### config.mk
export PLATFORM = sky130hd
export DESIGN_NAME = supply_cmd_core
export DESIGN_NICKNAME = d
export VERILOG_FILES = /design/src/logic/supply_cmd_pkg.sv /design/src/logic/supply_cmd_core.sv
export VERILOG_INCLUDE_DIRS = /design/src /design/src/logic
export SDC_FILE = /design/constraint.sdc
export NUM_CORES = 1
export LEC_CHECK = 0
export BUFFER_PORTS_ARGS = -buffer_cell sky130_fd_sc_hd__buf_2
export CORE_UTILIZATION = 46
export DETAILED_ROUTE_END_ITERATION = 8
export PLACE_DENSITY_LB_ADDON = 0.15
export SETUP_SLACK_MARGIN = 0.02
export SLEW_MARGIN = 20
export SYNTH_ARGS = -nofsm -noshare
export SYNTH_HDL_FRONTEND = slang
export SYNTH_SLANG_ARGS = --single-unit
### constraint.sdc
create_clock -name sys_clk -period 1.6 [get_ports sys_clk]
set_clock_uncertainty 0.2 [all_clocks]
set_input_delay 0.16 -clock sys_clk [delete_from_list [all_inputs] [get_ports sys_clk]]
set_output_delay 0.16 -clock sys_clk [all_outputs]
set_load 0.005 [all_outputs]
### src/logic/supply_cmd_map.svh
// Named offsets, field positions, widths and reset values of the command block.
// Assumes it is included by the package, the command core and the bench files.
`ifndef SUPPLY_CMD_MAP_SVH
`define SUPPLY_CMD_MAP_SVH

// ****************************************************************
// Register offsets on the plain software port (byte addresses).
// ****************************************************************
`define ADDR_W 4
`define DATA_W 32
`define REG_IRQ_STATUS 4'h0
`define REG_IRQ_MASK 4'h4
`define REG_STATE 4'h8
`define REG_ACC_PEEK 4'hc

// ****************************************************************
// Event bits of the interrupt status and mask registers.
// ****************************************************************
`define EV_W 3
`define EV_REPLY 0
`define EV_CLEAR 1
`define EV_APPLY 2
`define EV_NONE 3'h0
`define MASK_RESET 3'h0

// ****************************************************************
// Fields of the state register.
// ****************************************************************
`define ST_AUX1 0
`define ST_AUX2 1
`define ST_CAL 2
`define ST_REMOTE 3
`define ST_PENDING 4

// ****************************************************************
// Reply value width and the default width of the live status word.
// ****************************************************************
`define REPLY_W 16
`define STATUS_W_DEF 8
`define SETTING_OFF 1'b0
`define PIN_INACTIVE 1'b1

`endif

### src/logic/supply_cmd_pkg.sv
// Types shared by the command core and whoever drives its ports.
// Assumes a parser upstream has turned command text into codes.
`default_nettype none
package supply_cmd_pkg;
`include "supply_cmd_map.svh"

    // Commands and replies handled by this block.
    typedef enum logic [2:0] {
        CMD_ACC_QUERY = 3'h0,
        CMD_AUX1_SET = 3'h1,
        CMD_AUX1_QUERY = 3'h2,
        CMD_AUX2_SET = 3'h3,
        CMD_AUX2_QUERY = 3'h4,
        CMD_CLEAR = 3'h5,
        CMD_CAL_SET = 3'h6,
        CMD_CAL_QUERY = 3'h7
    } cmd_code_type;

    // One decoded command; arg is 1 for 1/ON and 0 for 0/OFF.
    typedef struct packed {
        logic valid;
        cmd_code_type code;
        logic arg;
    } cmd_type;

    // One reply; the keyword is given by kind, the number by value.
    typedef struct packed {
        logic valid;
        cmd_code_type kind;
        logic [`REPLY_W-1:0] value;
    } reply_type;

    // One access of the software port.
    typedef struct packed {
        logic [`ADDR_W-1:0] addr;
        logic [`DATA_W-1:0] wdata;
        logic wr;
        logic rd;
    } bus_req_type;

    // Deferred clear sequencing, one bit changing from CLR_IDLE to CLR_WAIT to CLR_APPLY.
    typedef enum logic [1:0] {
        CLR_IDLE = 2'h0,
        CLR_WAIT = 2'h1,
        CLR_APPLY = 2'h3
    } clr_state_type;

endpackage
`default_nettype wire

### src/logic/supply_cmd_core.sv
// Command core for status capture, auxiliary outputs, clear and calibration mode.
// Assumes decoded commands and the software port share sys_clk; live status
// and the remote pin come from outside and are synchronised here.
`timescale 1ns/1ps
`default_nettype none
`include "supply_cmd_map.svh"

module supply_cmd_core
#(
    parameter int STATUS_W = `STATUS_W_DEF
)
(
    input wire logic sys_clk,
    input wire logic resetn,
    input wire supply_cmd_pkg::cmd_type cmd,
    output var supply_cmd_pkg::reply_type reply,
    input wire logic [STATUS_W-1:0] status_live_pin,
    input wire logic remote_pin,
    output logic aux_first_n,
    output logic aux_second_n,
    output logic cal_mode,
    output logic fault_clear,
    output logic defaults_load,
    output logic defaults_apply,
    input wire supply_cmd_pkg::bus_req_type bus,
    output logic [`DATA_W-1:0] rd_data,
    output logic irq
);

    // ****************************************************************
    // Elaboration check
    // ****************************************************************

    // The reply number cannot hold more status bits than its width.
    if (STATUS_W < 1 || STATUS_W > `REPLY_W)
    begin : g_bad_width
        $error("STATUS_W must lie between 1 and the reply width.");
    end

    // ****************************************************************
    // Input synchronisers
    // ****************************************************************

    logic [STATUS_W-1:0] status_meta; // First stage, read by the second only.
    logic [STATUS_W-1:0] live_s; // Live status, safe to use.
    logic remote_meta; // First stage of the remote pin.
    logic remote_s; // High while the supply is in remote operation.

    // Two flops on every pin before any logic reads it.
    always_ff @(posedge sys_clk or negedge resetn)
    begin
        if (!resetn)
        begin
            status_meta <= '0;
            live_s <= '0;
            remote_meta <= 1'b0;
            remote_s <= 1'b0;
        end
        else
        begin
            status_meta <= status_live_pin;
            live_s <= status_meta;
            remote_meta <= remote_pin;
            remote_s <= remote_meta;
        end
    end

    // ****************************************************************
    // Command decode
    // ****************************************************************

    wire take_acc = cmd.valid && cmd.code == supply_cmd_pkg::CMD_ACC_QUERY;
    wire take_aux1 = cmd.valid && cmd.code == supply_cmd_pkg::CMD_AUX1_SET;
    wire take_aux2 = cmd.valid && cmd.code == supply_cmd_pkg::CMD_AUX2_SET;
    wire take_clear = cmd.valid && cmd.code == supply_cmd_pkg::CMD_CLEAR;
    wire take_cal = cmd.valid && cmd.code == supply_cmd_pkg::CMD_CAL_SET;
    // Every query code makes a reply.
    wire take_query = take_acc
        || (cmd.valid && cmd.code == supply_cmd_pkg::CMD_AUX1_QUERY)
        || (cmd.valid && cmd.code == supply_cmd_pkg::CMD_AUX2_QUERY)
        || (cmd.valid && cmd.code == supply_cmd_pkg::CMD_CAL_QUERY);

    // ****************************************************************
    // Accumulated status capture
    // ****************************************************************

    logic [STATUS_W-1:0] acc; // Sticky copy of the live status.
    wire [STATUS_W-1:0] acc_view = acc | live_s; // What a query reports now.

    // same bit layout
    // Bit i of the capture follows bit i of the live word, weight for weight.
    for (genvar i = 0; i < STATUS_W; i++)
    begin : g_acc
        // sticky capture, restart
        // A query reloads from live status, so a bit set that cycle is kept.
        always_ff @(posedge sys_clk or negedge resetn)
        begin
            if (!resetn)
                acc[i] <= 1'b0;
            else if (take_acc)
                acc[i] <= live_s[i];
            else
                acc[i] <= acc[i] | live_s[i];
        end
    end

    // ****************************************************************
    // Settings
    // ****************************************************************

    logic aux1; // Stored first auxiliary setting.
    logic aux2; // Stored second auxiliary setting.

    // Clear loads defaults into aux1 and aux2, not cal_mode, whatever the control mode.
    always_ff @(posedge sys_clk or negedge resetn)
    begin
        if (!resetn)
        begin
            aux1 <= `SETTING_OFF;
            aux2 <= `SETTING_OFF;
            cal_mode <= `SETTING_OFF;
        end
        else
        begin
            if (take_clear)
            begin
                aux1 <= `SETTING_OFF;
                aux2 <= `SETTING_OFF;
            end
            else if (take_aux1)
                aux1 <= cmd.arg;
            else if (take_aux2)
                aux2 <= cmd.arg;
            if (take_cal)
                cal_mode <= cmd.arg;
        end
    end

    // ****************************************************************
    // Auxiliary output pins
    // ****************************************************************

    // active low pins
    // Pins follow the settings only under remote control, so defaults
    // loaded in local mode reach them when remote operation resumes.
    always_ff @(posedge sys_clk or negedge resetn)
    begin
        if (!resetn)
        begin
            aux_first_n <= `PIN_INACTIVE;
            aux_second_n <= `PIN_INACTIVE;
        end
        else if (remote_s)
        begin
            aux_first_n <= ~aux1;
            aux_second_n <= ~aux2;
        end
    end

    // ****************************************************************
    // Clear sequencing
    // ****************************************************************

    supply_cmd_pkg::clr_state_type clr_state; // Where a clear stands.
    supply_cmd_pkg::clr_state_type next_clr_state; // Its next value.

    // deferred apply
    // A clear in local mode waits until the remote pin goes high.
    always_comb
    begin
        next_clr_state = clr_state;
        case (clr_state)
            supply_cmd_pkg::CLR_IDLE:
            begin
                if (take_clear)
                    next_clr_state = remote_s ? supply_cmd_pkg::CLR_APPLY
                                              : supply_cmd_pkg::CLR_WAIT;
            end
            supply_cmd_pkg::CLR_WAIT:
            begin
                if (remote_s)
                    next_clr_state = supply_cmd_pkg::CLR_APPLY;
            end
            supply_cmd_pkg::CLR_APPLY:
            begin
                // A new clear restarts the sequence.
                if (take_clear && !remote_s)
                    next_clr_state = supply_cmd_pkg::CLR_WAIT;
                else if (!take_clear)
                    next_clr_state = supply_cmd_pkg::CLR_IDLE;
            end
            default:
                next_clr_state = supply_cmd_pkg::CLR_IDLE;
        endcase
    end

    // State register and the one-cycle strobes to the supply.
    always_ff @(posedge sys_clk or negedge resetn)
    begin
        if (!resetn)
        begin
            clr_state <= supply_cmd_pkg::CLR_IDLE;
            fault_clear <= 1'b0;
            defaults_load <= 1'b0;
            defaults_apply <= 1'b0;
        end
        else
        begin
            clr_state <= next_clr_state;
            fault_clear <= take_clear;
            defaults_load <= take_clear;
            defaults_apply <= clr_state == supply_cmd_pkg::CLR_APPLY;
        end
    end

    // ****************************************************************
    // Replies
    // ****************************************************************

    logic [`REPLY_W-1:0] reply_mux; // Number for the current query.

    // reply numbers
    // The capture as a binary number equals the sum of the set weights.
    always_comb
    begin
        reply_mux = '0;
        case (cmd.code)
            supply_cmd_pkg::CMD_ACC_QUERY: reply_mux = `REPLY_W'(acc_view);
            supply_cmd_pkg::CMD_AUX1_QUERY: reply_mux = `REPLY_W'(aux1);
            supply_cmd_pkg::CMD_AUX2_QUERY: reply_mux = `REPLY_W'(aux2);
            supply_cmd_pkg::CMD_CAL_QUERY: reply_mux = `REPLY_W'(cal_mode);
            default: reply_mux = '0;
        endcase
    end

    // one reply held
    // A new query overwrites the held reply; the host reads it first.
    always_ff @(posedge sys_clk or negedge resetn)
    begin
        if (!resetn)
            reply <= '0;
        else
        begin
            reply.valid <= take_query;
            if (take_query)
            begin
                reply.kind <= cmd.code;
                reply.value <= reply_mux;
            end
        end
    end

    // ****************************************************************
    // Software registers and interrupt
    // ****************************************************************

    logic [`EV_W-1:0] irq_status; // Sticky events, cleared by a read.
    logic [`EV_W-1:0] irq_mask; // One enables the matching event.
    logic [`EV_W-1:0] events; // Events of this cycle.

    assign events[`EV_REPLY] = take_query;
    assign events[`EV_CLEAR] = take_clear;
    assign events[`EV_APPLY] = clr_state == supply_cmd_pkg::CLR_APPLY;

    wire rd_status = bus.rd && bus.addr == `REG_IRQ_STATUS;
    wire wr_mask = bus.wr && bus.addr == `REG_IRQ_MASK;
    // A set in the clearing cycle wins over the clear.
    wire [`EV_W-1:0] next_irq_status = (rd_status ? `EV_NONE : irq_status) | events;

    logic [`DATA_W-1:0] state_word; // Block state for software.
    always_comb
    begin
        state_word = '0;
        state_word[`ST_AUX1] = aux1;
        state_word[`ST_AUX2] = aux2;
        state_word[`ST_CAL] = cal_mode;
        state_word[`ST_REMOTE] = remote_s;
        state_word[`ST_PENDING] = clr_state == supply_cmd_pkg::CLR_WAIT;
    end

    // Read mux; unmapped offsets read as zero.
    wire [`DATA_W-1:0] rd_mux =
        bus.addr == `REG_IRQ_STATUS ? `DATA_W'(irq_status) :
        bus.addr == `REG_IRQ_MASK ? `DATA_W'(irq_mask) :
        bus.addr == `REG_STATE ? state_word :
        bus.addr == `REG_ACC_PEEK ? `DATA_W'(acc) : '0;

    // Registers, read data one cycle after the strobe and the interrupt.
    always_ff @(posedge sys_clk or negedge resetn)
    begin
        if (!resetn)
        begin
            irq_status <= `EV_NONE;
            irq_mask <= `MASK_RESET;
            rd_data <= '0;
            irq <= 1'b0;
        end
        else
        begin
            irq_status <= next_irq_status;
            if (wr_mask)
                irq_mask <= bus.wdata[`EV_W-1:0];
            rd_data <= bus.rd ? rd_mux : '0;
            irq <= |(next_irq_status & irq_mask);
        end
    end
endmodule
`default_nettype wire

# [Yosys cells after proc, flatten, opt, wreduce, memory -nomap -nowiden]
# Cells that the tools add are included.
[word_totals] ff_bits=70 latch_bits=0 mem_bits_rw=0 rom_bits=0 inputBits=54 output_inout_bits=59 word_cells=105 mem_count=0
[op_classes] add_sub_neg=0 n_mul=0 n_div=0 order_cmp=0 eq_ne=16 n_shift=0 n_mux=26 bitwise_logic=13 n_reduce_logical=23
[ops] cell="$mux 8" n=5
[ops] cell="$pmux 8 s4" n=1
[ops] cell="$mux 1" n=13
[ops] cell="$eq 3x3->1 const B" n=4
[ops] cell="$logic_and 1x1->1" n=11
[ops] cell="$mux 2" n=5
[ops] cell="$eq 4x4->1 const B" n=2
[ops] cell="$or 1x1->1" n=8
[ops] cell="$or 8x8->8" n=1
[ops] cell="$eq 3x2->1 const B" n=2
[ops] cell="$pmux 2 s3" n=1
[ops] cell="$eq 4x3->1 const B" n=1
[ops] cell="$logic_not 4->1" n=1
[ops] cell="$ne 2x2->1 const B" n=2
[ops] cell="$reduce_bool 2->1" n=2
[ops] cell="$and 3x3->3" n=1
[ops] cell="$eq 3x1->1 const B" n=1
[ops] cell="$logic_not 3->1" n=1
[ops] cell="$logic_or 1x1->1" n=3
[ops] cell="$mux 3" n=1
[ops] cell="$ne 3x2->1 const B" n=1
[ops] cell="$or 3x3->3" n=1
[ops] cell="$reduce_and 3->1" n=1
[ops] cell="$reduce_or 3->1" n=1
[ops] cell="7 further kinds" n=8

# [Logic depth before layout (Yosys ltp)]
# Gate-level depths: netlist (run 1).
[logic_depth] ltp_word=8 depth_mapped=6 mapped_depth_nobuf=4

# [Least setup slack after synthesis (run 1)]
# OpenSTA, ideal clock, no wires.
[synth_path] path_kind="flip-flop to flip-flop" startpoint="register acc[2]" endpoint="register rd_data[2]" setup_time_ns=0.122 arrival_time_ns=1.090 path_slack_ns=0.188 stages_incl_launch_ff=4 path_buffers=0 cell_sequence="dfrtp_1 > a21bo_1 > a221o_1 > a32o_1"
[synth_via] elab_chain_len=5
[synth_lines] element="start, declared" line="supply_cmd_core.sv:87" rtl="logic [STATUS_W-1:0] acc;"
[synth_lines] element="start signal, assigned by index" line="supply_cmd_core.sv:101" rtl="acc[i] <= live_s[i];"
[synth_lines] element="start signal, assigned by index" line="supply_cmd_core.sv:103" rtl="acc[i] <= acc[i] | live_s[i];"
[synth_lines] element="$mux 8" line="supply_cmd_core.sv:286" rtl="bus.addr == `REG_ACC_PEEK ? `DATA_W'(acc) : '0;"
[synth_lines] element="$mux 8" line="supply_cmd_core.sv:285" rtl="bus.addr == `REG_STATE ? state_word :"
[synth_lines] element="$mux 8" line="supply_cmd_core.sv:284" rtl="bus.addr == `REG_IRQ_MASK ? `DATA_W'(irq_mask) :"
[synth_lines] element="$mux 8" line="supply_cmd_core.sv:283" rtl="bus.addr == `REG_IRQ_STATUS ? `DATA_W'(irq_status) :"
[synth_lines] element="$mux 8" line="supply_cmd_core.sv:303" rtl="rd_data <= bus.rd ? rd_mux : '0;"
[synth_lines] element="end signal, assigned" line="supply_cmd_core.sv:303"
[synth_lines] element="end, declared" line="supply_cmd_core.sv:26" rtl="output logic [`DATA_W-1:0] rd_data,"
# Every way passes these cells.
# A chain may end at the register's enable or synchronous reset.

# [Worst setup path in the final report (run 1)]
[layout_path] startpoint="input port cmd[4] (netlist name)" endpoint="register clr_state[1]"
[layout_via] elab_chain_len=4
[layout_lines] element="start, declared" line="supply_cmd_core.sv:15" rtl="input wire supply_cmd_pkg::cmd_type cmd,"
[layout_lines] element="$logic_and 1x1->1 (*)" line="supply_cmd_core.sv:75" rtl="wire take_clear = cmd.valid && cmd.code == supply_cmd_pkg::CMD_CLEAR;"
[layout_lines] element="net events[1]" line="supply_cmd_core.sv:259" rtl="logic [`EV_W-1:0] events;"
[layout_lines] element="$logic_and 1x1->1" line="supply_cmd_core.sv:187" rtl="if (take_clear && !remote_s)"
[layout_lines] element="$ne 3x2->1 (no line) or $mux 2 (tied branches)"
[layout_lines] element="$reduce_and 3->1 (no line) or $pmux 2 s3 (tied branches)"
[layout_lines] element="end signal, assigned" line="supply_cmd_core.sv:202" rtl="clr_state <= supply_cmd_pkg::CLR_IDLE;"
[layout_lines] element="end signal, assigned" line="supply_cmd_core.sv:209" rtl="clr_state <= next_clr_state;"
[layout_lines] element="end, declared" line="supply_cmd_core.sv:164" rtl="supply_cmd_pkg::clr_state_type clr_state;"
# The timed path passes the listed nets; every way through them passes the cells marked *.

==> results of run 1 <==
## worst max-delay path, delay by kind of cell
family | cells | cell delay [ps]
buffers and inverters | 3 | 760
adders and majority gates | 1 | 330
and+or+nand+nor | 2 | 290
## cells by family after synthesis
group | after synthesis
compound gates | 56
xor+xnor | 2
fa+ha+maj | 1
buf+inv | 50
flops | 62
mux | 7
other cells | 1
simple gates | 43
## stage by stage
stage	instance area [um2]	setup slack (ps)	util [%]
floorplan	2700	188	-
global route	3230	36.8	61.3
finish	3230	80.6	61.3
global placement	2830	82.5	53.8
CTS	3220	26.3	61.1
detailed placement	2830	71.6	53.8
## Yosys cell counts (all sizes together) (2+ instances only)
| library cell | instances |
|---|---|
| o21ai | 23 |
| nor3b | 2 |
| and2 | 4 |
| nor3 | 2 |
| a221o | 2 |
| mux2i | 2 |
| nand2b | 2 |
| xnor2 | 2 |
| a21oi | 9 |
| a21o | 8 |
| a31o | 2 |
| dfstp | 2 |
| nand3 | 2 |
| clkbuf | 4 |
| mux2 | 4 |
| a21bo | 2 |
| inv | 10 |
| dfrtp | 60 |
| a32o | 2 |
| and3 | 4 |
| nand2 | 17 |
| buf | 36 |
| nor2 | 7 |
## sequential cells by signal (all words and copies together), names as in the netlist, 2 cells and up
register / flops
acc: 8
clr_state: 2
irq_mask: 3
irq_status: 3
live_s: 8
rd_data: 8
reply: 12
status_meta: 8
## worst paths after layout
path | endpoint | slack (ps) | cells past startpoint
min in group asynchronous | rd_data[2]$_DFF_PN0_ | 170 | 3
max in group asynchronous | aux_second_n$_DFFE_PN1P_ | 710 | 3
worst max register to register | rd_data[2]$_DFF_PN0_ | 120 | 3
worst min-delay path | reply[18]$_DFFE_PN0P_ | 20 | 3
worst max-delay path | clr_state[1]$_DFFE_PN0P_ | 80 | 6
worst min register to register | live_s[5]$_DFF_PN0_ | 140 | 0
## what timing repair did
action                     4_1_cts  5_1_grt
hold endpoints to repair        82        0
hold buffers                    18        0
buffers inserted                 0        1
setup endpoints to repair        0        2
gates resized for setup          0        2
## cell type report
class	instances	area, um2
clock buffers	12	165
clock inverters	3	42.5
fillers	469	2040
inverters	10	37.5
multi-input cells	141	828
flip-flops and latches	62	1550
well taps	70	87.6
repair buffers	78	515
## per-layer routing
metal  track usage (%)  share of wire, %  up-vias
met5                 0                 0        -
met4              9.23               2.1        0
met3              3.33               5.2       12
met2              26.8                46       72
met1              23.5                47      814
li1                  -                 -      854
## power breakdown
| group | switching [uW] | internal [uW] | leakage (uW) |
|---|---|---|---|
| sequential | 105 | 1740 | 0.000741 |
| clock | 584 | 836 | 0.000104 |
| combinational | 241 | 243 | 0.000750 |
==> impl_metrics.env, run 1 <==
export IMPL_synth_area_leaders="dfrtp_1 58%, buf_4 9.9%, o21ai_0 4.1%, nand2_1 2.5%, a21o_1 2.3%"
export IMPL_regToRegStartpoint="acc[2]$_DFF_PN0_"
export IMPL_layout_nets=356
export IMPL_crit_chain="dlygate4sd3_1 > buf_2 > nand4b_1 > inv_1 > maj3_2 > and2_1"
export IMPL_synthSimpleGateAreaFrac_pct=8.96
export IMPL_area_growth_pct=25.1
export IMPL_diodes=0
export IMPL_finalNonFillerCells=376
export IMPL_drtPass1Iterations=4
export IMPL_dp_cells=342
export IMPL_hold_slack_ps=23.6
export IMPL_htree_levels=3
export IMPL_power_total_uw=3750
export IMPL_initial_utilization_pct=49.0
export IMPL_insertion_delay_ps=330
export IMPL_fmax_mhz=658
export IMPL_crit_start="cmd[4]"
export IMPL_wire_per_inst_um=12.5
export IMPL_synth_edf_count=0
export IMPL_finalSetupTns_ps=0
export IMPL_cts_clk_slew_worst_paths_ps=60
export IMPL_synth_area_mm2=0.00258
export IMPL_synth_main_ff_cell="dfrtp_1"
export IMPL_maxCapViolations=0
export IMPL_grt_use_total_pct=17.5
export IMPL_outcome="completed"
export IMPL_maxSlewViolCount=0
export IMPL_totalWireLength_um=4680
export IMPL_synth_distinct_cells=41
export IMPL_crit_required_ps=1620
export IMPL_critPathMaxFanout=2
export IMPL_drc=0
export IMPL_ios=113
export IMPL_synth_area_per_cell_um2=11.6
export IMPL_synth_area_mux_share_pct=3.39
export IMPL_cts_tree="built"
export IMPL_rows=26
export IMPL_synthXorXnorAreaFrac_pct=0.678
export IMPL_yosys_area_share_adder_pct=0.388
export IMPL_ant_nets=0
export IMPL_async_flop_share_pct=100
export IMPL_synth_seq_cells=62
export IMPL_hold_viol_final=0
export IMPL_yosys_area_top_type="dfrtp_1"
export IMPL_grt_pass1_wl_um=7890
export IMPL_layout_common_cells="60 x dfrtp_1, 51 x buf_2, 32 x conb_1"
export IMPL_grt_pass1_vias=1655
export IMPL_syn_inst=222
export IMPL_cts_buffers=9
export IMPL_die_h_um=76.9
export IMPL_crit_arrival_ps=1540
export IMPL_die_w_um=76.9
export IMPL_first_iter_violations=91
export IMPL_num_vias=1752
export IMPL_setup_viol=0
export IMPL_cp_slowest_cell="dlygate4sd3_1"
export IMPL_cts_sinks=62
export IMPL_routed_via_density=4.66
export IMPL_clock_tree_buffer_depth=2
export IMPL_layout_commonest_cell="dfrtp_1"
export IMPL_post_route_period_util_pct=95.0
export IMPL_hold_class="in -> reg"
export IMPL_antenna_found_initial=0
export IMPL_seq_area_frac_synth_pct=60.2
export IMPL_dpl_hpwl_um=3080
export IMPL_worstSetupStartpointType="primary input"
export IMPL_synth_compound_area_share_pct=14.0
export IMPL_p_leak_uw=0.00160
export IMPL_drive_gt1_share_pct=28.8
export IMPL_cpPeakStageDelay_ps=530
export IMPL_synth_top_family_by_area="compound AO/OA/AOI/OAI gates"
export IMPL_place_congestion=0.771
export IMPL_endpoint_kind="flop"
export IMPL_ir_drop_mv=0.526
export IMPL_criticalPathCategory="in -> reg"
export IMPL_powerDensity_mw_per_mm2=1160
export IMPL_grt_max_degree=63
export IMPL_design_die_area_mm2=0.00592
export IMPL_clock_tree_root_cell="clkbuf_8"
export IMPL_grt_overflow_total=0
export IMPL_synth_top_area_share_pct=58.1
export IMPL_period_needed_ps=1520
export IMPL_hp_start="cmd[3]"
export IMPL_core_area_mm2=0.00527
export IMPL_rsz0062_at_grt="no"
export IMPL_port_buffers=51
export IMPL_yosys_warnings=0
Note: power is estimated with default switching activity, not from simulation.
==> run 2, diff against run 1 <==
--- a/config.mk
+++ b/config.mk
@@ -6,6 +6,7 @@
 export SDC_FILE = /design/constraint.sdc
 export NUM_CORES = 1
 export LEC_CHECK = 0
+export ABC_AREA = 1
 export BUFFER_PORTS_ARGS = -buffer_cell sky130_fd_sc_hd__buf_2
 export CORE_UTILIZATION = 46
 export DETAILED_ROUTE_END_ITERATION = 8
==> run 2 against run 1 <==
  * Cell count is 11% higher
  * Area after synthesis is 0.68% higher
  * Global-route usage is 1.3 points higher
  * Sequential power hardly changed
  * Register-to-register slack better by 20 ps
  * Combinational power is 5.2% lower
  * Non-clock buffer count is 2 higher
  * Synthesized cell count is 15% higher
  * Sequential share of layout area is 1.4 points lower
  * Cell area is 3.0% higher
  * Clock power is 11% higher
  * Critical endpoint is now irq_mask[1]$_DFFE_PN0P_
  * Largest cell class unchanged
==> impl_metrics.env, run 2 <==
export IMPL_place_area_mm2=0.00283
export IMPL_critPathMaxFanout=4
export IMPL_syn_inst=256
export IMPL_synth_area_per_cell_um2=10.2
export IMPL_yosys_area_share_adder_pct=0
export IMPL_p_comb_share_pct=11.9
export IMPL_setup_viol=0
export IMPL_yosys_warnings=0
export IMPL_die_h_um=77.2
export IMPL_clock_power_share_pct=41.0
export IMPL_core_area_mm2=0.00547
export IMPL_crit_required_ps=1620
export IMPL_regToRegStartpoint="cal_mode$_DFFE_PN0P_"
export IMPL_synth_seq_cells=62
export IMPL_ant_nets=0
export IMPL_synth_most_common_cell="dfrtp_1"
export IMPL_synth_area_mux_share_pct=0
export IMPL_cts_buffers=9
export IMPL_fill_cells=475
export IMPL_cts_tree="built"
export IMPL_r2r_cells=3
export IMPL_cts_sinks=62
export IMPL_final_area_mm2=0.00333
export IMPL_place_congestion=0.903
export IMPL_p_switching_uw=920
export IMPL_r2r_end="cal_mode$_DFFE_PN0P_"
export IMPL_worstSetupStartpointType="primary input"
export IMPL_ir_drop_mv=0.811
export IMPL_largest_register_ffs=12
export IMPL_hold_viol_final=0
export IMPL_crit_arrival_ps=1560
export IMPL_rsz0062_at_grt="yes"
export IMPL_grt_use_total_pct=18.8
export IMPL_insertion_delay_ps=330
export IMPL_layout_common_cells="60 x dfrtp_1, 54 x nand2_1, 51 x buf_2"
export IMPL_synthXorXnorAreaFrac_pct=0
export IMPL_synth_compound_area_share_pct=9.43
export IMPL_hold_class="in -> reg"
export IMPL_grt_max_degree=63
export IMPL_largest_register="reply"
export IMPL_internal_power_uw=2930
export IMPL_totalWireLength_um=4890
export IMPL_first_iter_violations=203
export IMPL_grt_pass1_wl_um=8390
export IMPL_layout_commonest_cell="dfrtp_1"
export IMPL_outcome="completed"
export IMPL_synth_main_ff_cell="dfrtp_1"
export IMPL_diodes=0
export IMPL_synth_distinct_cells=29
export IMPL_wire_per_inst_um=11.7
export IMPL_yosys_area_top_type="dfrtp_1"
export IMPL_utilization_pct=60.8
export IMPL_synth_top_area_share_pct=57.7
export IMPL_design_die_area_mm2=0.00596
export IMPL_clock_tree_buffer_depth=2
export IMPL_synth_common_cells="60 x dfrtp_1, 54 x nand2_1, 33 x buf_4"
export IMPL_cts_setup_buffers=0
export IMPL_initial_utilization_pct=47.5
export IMPL_p_leak_uw=0.00181
export IMPL_synth_area_mm2=0.00260
export IMPL_post_route_period_util_pct=96.1
export IMPL_synthSimpleGateAreaFrac_pct=16.6
export IMPL_dpl_hpwl_um=3160
export IMPL_endpoint_kind="flop"
export IMPL_rows=27
export IMPL_async_flop_share_pct=100
export IMPL_synth_area_leaders="dfrtp_1 58%, buf_4 9.5%, nand2_1 7.8%, inv_1 3.3%, nand3_1 3.1%"
export IMPL_r2r_setup_slack_ps=140
export IMPL_ios=113
export IMPL_drive_gt1_share_pct=25.1
export IMPL_drc=0
export IMPL_finalSetupTns_ps=0
export IMPL_period_needed_ps=1540
export IMPL_crit_start="bus[1]"
export IMPL_maxSlewViolCount=0
export IMPL_layout_nets=396
export IMPL_grt_overflow_total=0
export IMPL_drtPass1Iterations=4
export IMPL_synth_top_family_by_area="simple AND/OR/NAND/NOR gates"
export IMPL_seq_power_share_pct=47.2
export IMPL_port_buffers=51
export IMPL_routed_via_density=4.52
export IMPL_grt_pass1_vias=1739
export IMPL_powerDensity_mw_per_mm2=1160
export IMPL_htree_levels=3
export IMPL_maxCapViolations=0
export IMPL_area_growth_pct=28.0
export IMPL_num_vias=1894
export IMPL_seq_area_frac_synth_pct=59.8
export IMPL_fmax_mhz=650
export IMPL_clock_tree_root_cell="clkbuf_8"
export IMPL_criticalPathCategory="in -> reg"
export IMPL_switching_share_pct=23.9
export IMPL_antenna_found_initial=0
export IMPL_cp_endpoint="irq_mask[1]$_DFFE_PN0P_"
export IMPL_synth_edf_count=0
export IMPL_die_w_um=77.2
export IMPL_cts_clk_slew_worst_paths_ps=70
==> run 2: changes by cell type in the layout (fill, tap and decap cells not counted), moves of 6 or more <==
cell / previous run / this run
buf_4: 8 / 2
nand3_1: 2 / 15
nand2_1: 17 / 54
dlygate4sd3_1: 18 / 26
o21ai_2: 0 / 7
o21bai_1: 0 / 7
a21oi_1: 9 / 1
a21o_1: 8 / 0
inv_1: 10 / 23
nand4_1: 0 / 7
==> run 2: layout make-up <==
class                           instances  area [um2]  area share, %
Timing Repair Buffer                   80         551           16.5
Tap cell                               72        90.1           2.71
Multi-Input combinational cell        164         803           24.1
Clock buffer                           13         169           5.08
Inverter                               25        96.3           2.89
Clock inverter                          3        65.1           1.95
Sequential cell                        62        1550           46.7
==> run 2: routing by layer <==
metal | routed length, um | track usage (%) | share of wire (%) | vias to the layer above
li1 | - | - | - | 936
met1 | 2460 | 27.6 | 50 | 871
met2 | 2040 | 25.0 | 42 | 75
met3 | 270 | 4.29 | 5.5 | 12
met4 | 112 | 10.9 | 2.3 | 0
met5 | 0 | 0 | 0 | -
==> run 2: worst min-delay path by stage <==
stage / startpoint / endpoint / slack (ps) / cells past startpoint
after global routing: cmd[3] / reply[16]$_DFFE_PN0P_ / 40 / 3
after detailed placement: resetn / reply[7]$_DFFE_PN0P_ / -4 / 2
final: cmd[2] / acc[1]$_DFF_PN0_ / 20 / 3
after floorplan: resetn / acc[0]$_DFF_PN0_ / -340 / 0
after CTS: bus[36] / rd_data[1]$_DFF_PN0_ / 1 / 3
after global placement: resetn / reply[7]$_DFFE_PN0P_ / -7 / 2
==> run 2: kinds of logic after synthesis <==
family	after synthesis
AND/OR/NAND/NOR	94
AO/OA/AOI/OAI	38
other	1
flip-flops	62
buffers and inverters	61
==> run 2: timing repair <==
action,4_1_cts,5_1_grt
hold endpoints to repair,84,0
resized for setup,0,2
endpoints found under the setup margin,0,5
hold buffers,26,0
==> run 2: power by group through the flow <==
stage / sequential [uW] / combinational [uW] / clock (uW)
floorplan: 1840 / 273 / 0
global placement: 1840 / 397 / 0
detailed placement: 1850 / 402 / 0
CTS: 1820 / 453 / 1610
global route: 1840 / 524 / 1700
finish: 1820 / 458 / 1580
==> run 2: critical path, cell delays in order <==
cell and delay, ps:
dlygate4sd3_1 550, buf_2 150, nand3_1 80, dlygate4sd3_1 560
nand2_1 60
==> run 2: through the flow <==
stage / hold slack [ps] / setup WS [ps] / instances / power, uW
CTS: 1.21 / 119 / 419 / 3880
global placement: -7.31 / 198 / 377 / 2240
finish: 22.2 / 62.7 / 419 / 3850
floorplan: -336 / 393 / 287 / 2110
detailed placement: -4.08 / 194 / 377 / 2250
global route: 41.9 / 8.59 / 419 / 4060
==> run 3, diff against run 2 <==
==> constraint.sdc (replaced) <==
create_clock -name sys_clk -period 1.85 [get_ports sys_clk]
set_clock_uncertainty 0.2 [all_clocks]
set_input_delay 0.185 -clock sys_clk [delete_from_list [all_inputs] [get_ports sys_clk]]
set_output_delay 0.185 -clock sys_clk [all_outputs]
set_load 0.005 [all_outputs]
==> run 3 against run 2 <==
  * Wire length down 4.1%
  * Non-clock buffer count down 6
  * Core utilization is 1.6 points lower
  * Clock power decreased by 24%
  * Critical path depth increased by 2
  * Sequential power is 14% lower
==> impl_metrics.env, run 3 (synthesized netlist as in run 2, its figures left out) <==
export IMPL_p_comb_share_pct=12.0
export IMPL_critPathMaxFanout=10
export IMPL_setup_viol=0
export IMPL_cts_tree="built"
export IMPL_layout_common_cells="60 x dfrtp_1, 54 x nand2_1, 51 x buf_2"
export IMPL_post_route_period_util_pct=92.1
export IMPL_maxCapViolations=0
export IMPL_die_w_um=77.2
export IMPL_setup_ws_ps=145
export IMPL_cts_setup_buffers=0
export IMPL_period_needed_ps=1700
export IMPL_internal_power_uw=2350
export IMPL_ant_nets=0
export IMPL_crit_arrival_ps=1780
export IMPL_wire_per_inst_um=11.3
export IMPL_r2r_setup_slack_ps=740
export IMPL_first_iter_violations=165
export IMPL_diodes=0
export IMPL_maxSlewViolCount=0
export IMPL_layout_commonest_cell="dfrtp_1"
export IMPL_hold_class="in -> reg"
export IMPL_cts_buffers=9
export IMPL_crit_required_ps=1920
export IMPL_place_congestion=0.898
export IMPL_regToRegStartpoint="remote_s$_DFF_PN0_"
export IMPL_dpl_hpwl_um=3180
export IMPL_utilization_pct=59.2
export IMPL_ctsResizeCount=0
export IMPL_routed_via_density=4.47
export IMPL_cp_endpoint="irq_mask[2]$_DFFE_PN0P_"
export IMPL_die_h_um=77.2
export IMPL_cts_clk_slew_worst_paths_ps=70
export IMPL_p_leak_uw=0.00176
export IMPL_clock_power_share_pct=38.2
export IMPL_clock_tree_buffer_depth=2
export IMPL_crit_start="bus[35]"
export IMPL_cts_sinks=62
export IMPL_powerDensity_mw_per_mm2=973
export IMPL_totalWireLength_um=4690
export IMPL_clock_tree_root_cell="clkbuf_8"
export IMPL_p_switching_uw=801
export IMPL_rows=27
export IMPL_port_buffers=51
export IMPL_layout_nets=390
export IMPL_initial_utilization_pct=47.5
export IMPL_antenna_found_initial=0
export IMPL_grt_use_total_pct=17.8
export IMPL_insertion_delay_ps=330
export IMPL_outcome="completed"
export IMPL_drive_gt1_share_pct=24.9
export IMPL_endpoint_kind="flop"
export IMPL_rsz0062_at_grt="no"
export IMPL_num_vias=1845
export IMPL_core_area_mm2=0.00547
export IMPL_largest_register_ffs=12
export IMPL_area_growth_pct=24.5
export IMPL_r2r_end="rd_data[3]$_DFF_PN0_"
export IMPL_ios=113
export IMPL_grt_max_degree=63
export IMPL_drc=0
export IMPL_switching_share_pct=25.4
export IMPL_drtPass1Iterations=4
export IMPL_criticalPathCategory="in -> reg"
export IMPL_seq_power_share_pct=49.8
export IMPL_htree_levels=3
export IMPL_grt_pass1_vias=1669
export IMPL_r2r_cells=3
export IMPL_post_place_ws_ps=332
export IMPL_design_die_area_mm2=0.00596
export IMPL_finalSetupTns_ps=0
export IMPL_fmax_mhz=587
export IMPL_largest_register="reply"
export IMPL_power_total_uw=3150
export IMPL_grt_pass1_wl_um=7940
export IMPL_worstSetupStartpointType="primary input"
export IMPL_grt_overflow_total=0
export IMPL_hold_viol_final=0
export IMPL_ir_drop_mv=0.503
==> run 3: cell types whose count changed in the layout (fill, tap and decap cells not counted), sizes merged <==
cell and delta:
dlygate4sd3 -5, buf -1, clkinvlp +3, clkbuf -2, bufinv -1
==> run 3: how the worst min path moves through the flow <==
stage,depth (start not counted),slack (ps),to,from
after floorplan,0,-310,acc[0]$_DFF_PN0_,resetn
after global placement,2,20,reply[7]$_DFFE_PN0P_,resetn
after detailed placement,2,20,reply[7]$_DFFE_PN0P_,resetn
after CTS,3,5,defaults_load$_DFF_PN0_,cmd[4]
after global routing,3,20,defaults_load$_DFF_PN0_,cmd[4]
final,3,20,defaults_load$_DFF_PN0_,cmd[4]
==> run 3: area by class of cell <==
| class | count | area, um2 |
|---|---|---|
| Clock inverter | 5 | 57.6 |
| Timing Repair Buffer | 74 | 493 |
| Multi-Input combinational cell | 164 | 796 |
| Fill cell | 510 | 2230 |
| Tap cell | 72 | 90.1 |
| Clock buffer | 11 | 151 |
| Sequential cell | 62 | 1550 |
| Inverter | 25 | 96.3 |
==> run 3: worst max-delay path, stage by stage <==
cell	delay (ps)
buf_2	100
nor2_2	320
nand3_1	240
inv_1	170
nand3_1	90
dlygate4sd3_1	590
nand2_1	70
==> run 3: power by group through the flow <==
stage / sequential (uW) / clock, uW / combinational [uW]
after CTS: 1570 / 1230 / 379
after floorplan: 1590 / 0 / 236
after detailed placement: 1600 / 0 / 349
after global placement: 1590 / 0 / 343
after global routing: 1590 / 1320 / 435
final: 1570 / 1200 / 377
==> run 3: through the flow <==
| step | cells | hold slack [ps] | instance area, um2 |
|---|---|---|---|
| after floorplan | 287 | -311 | 2720 |
| after global placement | 376 | 19.8 | 2820 |
| after detailed placement | 376 | 18.0 | 2820 |
| after CTS | 413 | 4.85 | 3240 |
| after global routing | 413 | 18.3 | 3240 |
| final | 413 | 23.9 | 3240 |
==> run 3: timing repair <==
item | 4_1_cts | 5_1_grt
setup endpoints to repair | 0 | 0
hold buffers | 21 | 0
endpoints found under the hold margin | 82 | 0
==> run 3: per-layer routing <==
metal / wire length [um] / vias to the layer above / share of wire (%) / global-route usage, %
li1: - / 924 / - / -
met1: 2340 / 833 / 50 / 26.0
met2: 1960 / 80 / 42 / 23.9
met3: 299 / 8 / 6.4 / 5.24
met4: 87 / 0 / 1.9 / 8.30
met5: 0 / - / 0 / 0
